## config.mk

```make
export PLATFORM = sky130hd
export DESIGN_NAME = ssr_readback
export DESIGN_NICKNAME = d
export VERILOG_FILES = /design/src/ssr_pkg.sv /design/src/ssr_sync.sv /design/src/ssr_readback.sv
export VERILOG_INCLUDE_DIRS = /design/src
export SDC_FILE = /design/constraint.sdc
export NUM_CORES = 1
export LEC_CHECK = 0
export BUFFER_PORTS_ARGS = -buffer_cell sky130_fd_sc_hd__buf_2
export CAP_MARGIN = 25
export CORE_MARGIN = 2
export CORE_UTILIZATION = 35
export DETAILED_ROUTE_END_ITERATION = 10
export PLACE_DENSITY = 0.61
export SLEW_MARGIN = 30
export SYNTH_ARGS = -nofsm -noshare
export SYNTH_HDL_FRONTEND = slang
export SYNTH_SLANG_ARGS = --single-unit
export TNS_END_PERCENT = 30
```

## constraint.sdc

```tcl
create_clock -name clk -period 1.4 [get_ports clk]
set_clock_uncertainty 0.2 [all_clocks]
set_input_delay 0.21 -clock clk [delete_from_list [all_inputs] [get_ports clk]]
set_output_delay 0.21 -clock clk [all_outputs]
set_load 0.02 [all_outputs]
```

## src/ssr_consts.svh

```systemverilog
// Constants for the sync status readback bank
`ifndef SSR_CONSTS_SVH
`define SSR_CONSTS_SVH
// Notes on behaviour
// - Register 0 holds four-bit revision, upper unused
// - Polarity bit 0 means mostly low input
// - Register 1 holds six sync polarity bits
// - Register 2 holds eight activity bits, one active
// - Register 3 bit 6 flags spurious pulses
// - Register 3 bit 5 flags tri-level sync
// - Register 3 bit 4 shows field output activity
// - Register 3 bit 3 mirrors new-input output
// - Register 3 bit 2 shows separated vertical activity
// - Register 3 read-only; bits 1,0 test
// - Two-bit select picks one of four registers
// - Standby keeps new-input output driven only
`define SSR_READBACK_SELECT_REG_OFFSET 8'h1f
`define SSR_SEL_REVISION    2'h0
`define SSR_SEL_POLARITY    2'h1
`define SSR_SEL_PRESENCE    2'h2
`define SSR_SEL_SEPARATOR   2'h3
`define SSR_SEL_RESET       2'h0
`define SSR_UNUSED_FILL     1'h0
`define SSR_STATUS_RESET    8'h00
`define SSR_BIT_SPURIOUS    6
`define SSR_BIT_TRILEVEL    5
`define SSR_BIT_FIELD       4
`define SSR_BIT_NEWINPUT    3
`define SSR_BIT_SEPVERT     2
`define SSR_BIT_TESTB       1
`define SSR_BIT_TESTA       0
`define SSR_REVISION_DEFAULT 4'h0
`endif

```

## src/ssr_pkg.sv

```systemverilog
// Types for the sync status readback bank
`default_nettype none
package ssr_pkg;
  typedef logic [1:0] ssr_sel_t;
  typedef logic [7:0] ssr_byte_t;
endpackage
`default_nettype wire

```

## src/ssr_sync.sv

```systemverilog
// Two-stage synchroniser for a bundle of status levels
`timescale 1ns/1ps
`default_nettype none
module ssr_sync #(
  parameter int W = 8
) (
  input  wire logic         clk,
  input  wire logic         nrst,
  input  wire logic         ce,
  input  wire logic [W-1:0] d,
  output logic      [W-1:0] q
);
  logic [W-1:0] meta;

  // First stage feeds only the second stage
  always_ff @(posedge clk or negedge nrst) begin
    if (!nrst) begin
      meta <= '0;
      q    <= '0;
    end else if (ce) begin
      meta <= d;
      q    <= meta;
    end
  end
endmodule
`default_nettype wire

```

## src/ssr_readback.sv

```systemverilog
// Read-only sync status bank with register select and standby gating
`timescale 1ns/1ps
`default_nettype none
`include "ssr_consts.svh"
module ssr_readback #(
  parameter logic [3:0] REVISION = `SSR_REVISION_DEFAULT // Arbitrary value
) (
  input  wire logic       clk,
  input  wire logic       nrst,
  input  wire logic       ce,
  input  wire logic       sel_wr,
  input  wire logic [1:0] sel_wdata,
  input  wire logic       standby,
  input  wire logic [5:0] polarity_in,
  input  wire logic [7:0] presence_in,
  input  wire logic       spurious_in,
  input  wire logic       trilevel_in,
  input  wire logic       field_in,
  input  wire logic       new_input_in,
  input  wire logic       sepvert_in,
  input  wire logic [1:0] test_in,
  output logic [7:0]      read_data,
  output logic            read_oe_n,
  output logic            new_input_indicator,
  output logic            new_input_oe_n
);
  ssr_pkg::ssr_sel_t  readback_select_reg;
  ssr_pkg::ssr_byte_t sync_q;
  ssr_pkg::ssr_byte_t pres_q;
  logic [5:0]         sep_q;
  ssr_pkg::ssr_byte_t next_read_data;

  // Select written by host
  always_ff @(posedge clk or negedge nrst) begin
    if (!nrst) begin
      readback_select_reg <= `SSR_SEL_RESET;
    end else if (ce && sel_wr) begin
      readback_select_reg <= sel_wdata;
    end
  end

  // Resynchronise all status except the test bits so each byte is coherent
  // Two stages plus the output flop put three clocks between a pin
  // and the byte; latency is traded for never mixing old and new bits
  ssr_sync #(.W(8)) u_pol (
    .clk (clk),
    .nrst(nrst),
    .ce  (ce),
    .d   ({2'h0, polarity_in}),
    .q   (sync_q)
  );
  ssr_sync #(.W(8)) u_pres (
    .clk (clk),
    .nrst(nrst),
    .ce  (ce),
    .d   (presence_in),
    .q   (pres_q)
  );
  ssr_sync #(.W(6)) u_sep (
    .clk (clk),
    .nrst(nrst),
    .ce  (ce),
    .d   ({spurious_in, trilevel_in, field_in, new_input_in, sepvert_in,
           standby}),
    .q   (sep_q)
  );

  // Read mux; purely a view, so reads never disturb status
  always_comb begin
    next_read_data = `SSR_STATUS_RESET;
    case (readback_select_reg)
      `SSR_SEL_REVISION: next_read_data = {4'h0, REVISION};
      `SSR_SEL_POLARITY: next_read_data = {2'h0, sync_q[5:0]};
      `SSR_SEL_PRESENCE: next_read_data = pres_q;
      `SSR_SEL_SEPARATOR: begin
        next_read_data[`SSR_BIT_SPURIOUS] = sep_q[5];
        next_read_data[`SSR_BIT_TRILEVEL] = sep_q[4];
        next_read_data[`SSR_BIT_FIELD]    = sep_q[3];
        next_read_data[`SSR_BIT_NEWINPUT] = sep_q[2];
        next_read_data[`SSR_BIT_SEPVERT]  = sep_q[1];
        next_read_data[`SSR_BIT_TESTB]    = test_in[1];
        next_read_data[`SSR_BIT_TESTA]    = test_in[0];
      end
      default: next_read_data = `SSR_STATUS_RESET;
    endcase
  end

  // Registered read data
  always_ff @(posedge clk or negedge nrst) begin
    if (!nrst) begin
      read_data <= `SSR_STATUS_RESET;
    end else if (ce) begin
      read_data <= next_read_data;
    end
  end

  // Indicator is the same synchronised level the status byte shows
  always_ff @(posedge clk or negedge nrst) begin
    if (!nrst) begin
      new_input_indicator <= 1'h0;
    end else if (ce) begin
      new_input_indicator <= sep_q[2];
    end
  end

  // Standby floats data but keeps the indicator driven
  assign read_oe_n      = sep_q[0];
  assign new_input_oe_n = 1'h0;
endmodule
`default_nettype wire

```

==> summary.md <==
| Metric | Value |
|---|---|
| Initial antenna violation count | 0 |
| Final worst-path cycle share | about nine tenths |
| Initial core utilization | between 30% and 40% |
| Clock Path Buffers | 2 |
| Syn_area_per_cell | 15.1 um^2 |
| Mapped Area | 0.00206 mm^2 |
| Reg2reg start | readback_select_reg[1] |
| Post-synth top area share | between 60% and 70% |
| Leak pwr | 1.21 nW |
| Mapped Cells | 136 |
| Crit-path slowest cell | dfrtp_1 |
| Mapped Nets | around 160 |
| Clk_lat worst skew | about 0.29 ns |
| CTS H-tree depth | 2 |
| Final GP Congestion | approximately 0.77 |
| Seq/Total Area, Yosys | a little over 60% |
| Post-CTS resize count | 0 |
| Max Used Layer | met4 |
| Port bufs | 37 |
| RSZ-0062 raised after global routing | no |
| Critical path, cell by cell | buf_2 |
| Non-filler instance count after layout | 273 |
| Worst R2R Path Depth | 2 |
| Core Box Area | between 0.005 and 0.006 mm^2 |
| Detailed Route WL | roughly 3800 um |
| Total track usage | between 10% and 20% |
| Yosys top cell by area | dfrtp_1 |
| WP data required | 0.99 ns |
| Placed Cells | around 240 |
| Share of layout cells above drive strength 1 | a little under half |
| Largest registers | read_data x8, u_pres.meta x8, u_pres.q x8 |
| Die ar. | 0.00651 mm^2 |
| Met3 WL | between 150 and 200 um |
| Area contributors post-synth | dfrtp_1, mux2_2, mux2i_1 |
| Hold Path Sink | read_data[0] |
| Synth cell types | 14 |
| Post-synthesis to final-layout area growth | 29.8% |
| Kind of critical path | flip-flop to primary output |
| Drt via density | about 4.7 |
| Detailed Place HPWL | 2720 um |
| Max Freq | 0.789 GHz |
| WP buf/inv | 1 |
| M1 WL | between 1500 and 2000 um |
| Via count | 1,272 |
| Clock transition at the registers of the reported paths | roughly 0.080 ns |
| Die H | 80.7 um |
| Critical path's largest stage delay | 0.40 ns |
| YS warnings | 0 |
| CTS Sinks | 51 |
| Crit. End Element | primary output |
| Design Power | between 3 and 4 mW |
| TNS Setup | 0 ns |
| Outcome | completed |
| Number of cell rows | 27 |
| CP top delay family | flip-flops |
| Worst setup SP type | flip-flop |
| DIE WIDTH | 80.7 um |
| Hold_sp | test_in[0] |
| Inserted Diodes | 0 |
| Initial DRC count | 34 |
| # Post-CTS Setup Buffers | 0 |
| GRT overflow | 0 |
| Critical path arrival | 0.86 ns |
| FF+latch count, synth | roughly 50 |
| Area of the multi-input gates | just under 700 um^2 |
| Total I/O pin count | 39 |
| Worst VDD drop | 0.000724 V |
| Fill cells | about 530 |
| R2R Path End | read_data[2] |
| Crit path time final | between 1 and 1.5 ns |
| Hold path depth | 3 |
| Final hold violations | 0 |
| Register Area | 0.00128 mm^2 |
| TritonRoute pass-1 iters | 4 |
| Power Density | about 1200 mW/mm^2 |
| Setup slack, reg-to-reg | between 0.15 and 0.2 ns |
| Metal2 WL | 1960 um |
| Worst hold-check path type | input port to flip-flop |
| Slew Viols, Final | 0 |
| Final nets | 228 |
| CP Max Fanout | 2 |
| CTS tree | yes |
| Final-report setup violation count | 0 |
| Antenna-violating nets left | 0 |
| Largest net degree at the start of global routing | 52 |
| Per-cell routed wire length | 13.8 um |
| Vias in the first global route | around 1,400 |
| Clk Tree Root Cell | clkbuf_8 |
| First-pass GRT wire length | 6320 um |
| Max-Cap Viols | 0 |
| DRC Markers | 0 |
| Inserted Clock Buffers | 5 |
-- cell families after synthesis --
| logic type | Yosys count | share of synthesized area (%) |
|---|---|---|
| DFF | 51 | 62.0 |
| other | 1 | 0.182 |
| and+or+nand+nor | 9 | 3.34 |
| AOI/OAI and AO/OA | 8 | 3.10 |
| buffers and inverters | 17 | 4.44 |
| muxes | 50 | 26.9 |
-- final cells by class --
cell class | instances | share of cell area, %
Clock buffer | 8 | 3.75
Tap cell | 72 | 3.37
Sequential cell | 51 | 47.8
Multi-Input combinational cell | 68 | 25.8
Timing Repair Buffer | 66 | 18.2
Inverter | 8 | 1.12
-- placed cells by master, fill, tap and decap left out, drive strengths merged --
master	count
nand4b	7
conb	1
clkbuf	8
mux2i	7
mux2	43
inv	8
dlygate4sd3	23
o21ai	1
o22ai	1
buf	43
nand2	2
dfrtp	51
o221ai	6
-- worst max-delay path by stage --
stage | startpoint | depth (start not counted) | to
finish | read_data[6] | 1 | read_data[6]
global route | readback_select_reg[1] | 2 | read_data[2]
CTS | read_data[4] | 1 | read_data[4]
detailed placement | ce | 3 | u_pres.q[4]
global placement | ce | 3 | u_pres.q[5]
floorplan | readback_select_reg[0] | 3 | readback_select_reg[0]
-- cells in the mapped netlist (all sizes together) --
cell     n
nand4b   7
o22ai    1
nand2    2
inv      8
buf      9
dfrtp   51
conb     1
mux2    43
o21ai    1
o221ai   6
mux2i    7
-- metrics by stage --
step | utilization, % | hold slack [ns] | setup slack [ns] | instance area [um^2]
global route | 47.7 | 0.0457 | 0.0840 | 2670
floorplan | - | -0.286 | 0.144 | 2060
finish | 47.7 | 0.0434 | 0.132 | 2670
detailed placement | 41.8 | 0.0216 | 0.0828 | 2340
CTS | 47.7 | 0.0438 | 0.119 | 2670
global placement | 41.8 | 0.0134 | 0.119 | 2340
-- repair_timing --
item                                    CTS  global route
hold buffers                             23             0
hold endpoints to repair                 73             0
endpoints found under the setup margin    0             0
-- layer usage --
layer,global-route usage [%],vias to the layer above
li1,-,609
met1,15.2,628
met2,22.8,32
met3,3.26,3
met4,3.56,0
met5,0,-
-- report_power, final --
| group | total [mW] | switching, mW | internal (mW) |
|---|---|---|---|
| Sequential | 1.80 | 0.121 | 1.68 |
| Combinational | 0.620 | 0.288 | 0.332 |
| Clock | 0.887 | 0.435 | 0.451 |
| Total | 3.31 | 0.844 | 2.46 |
(Power assumes the default switching activity.)
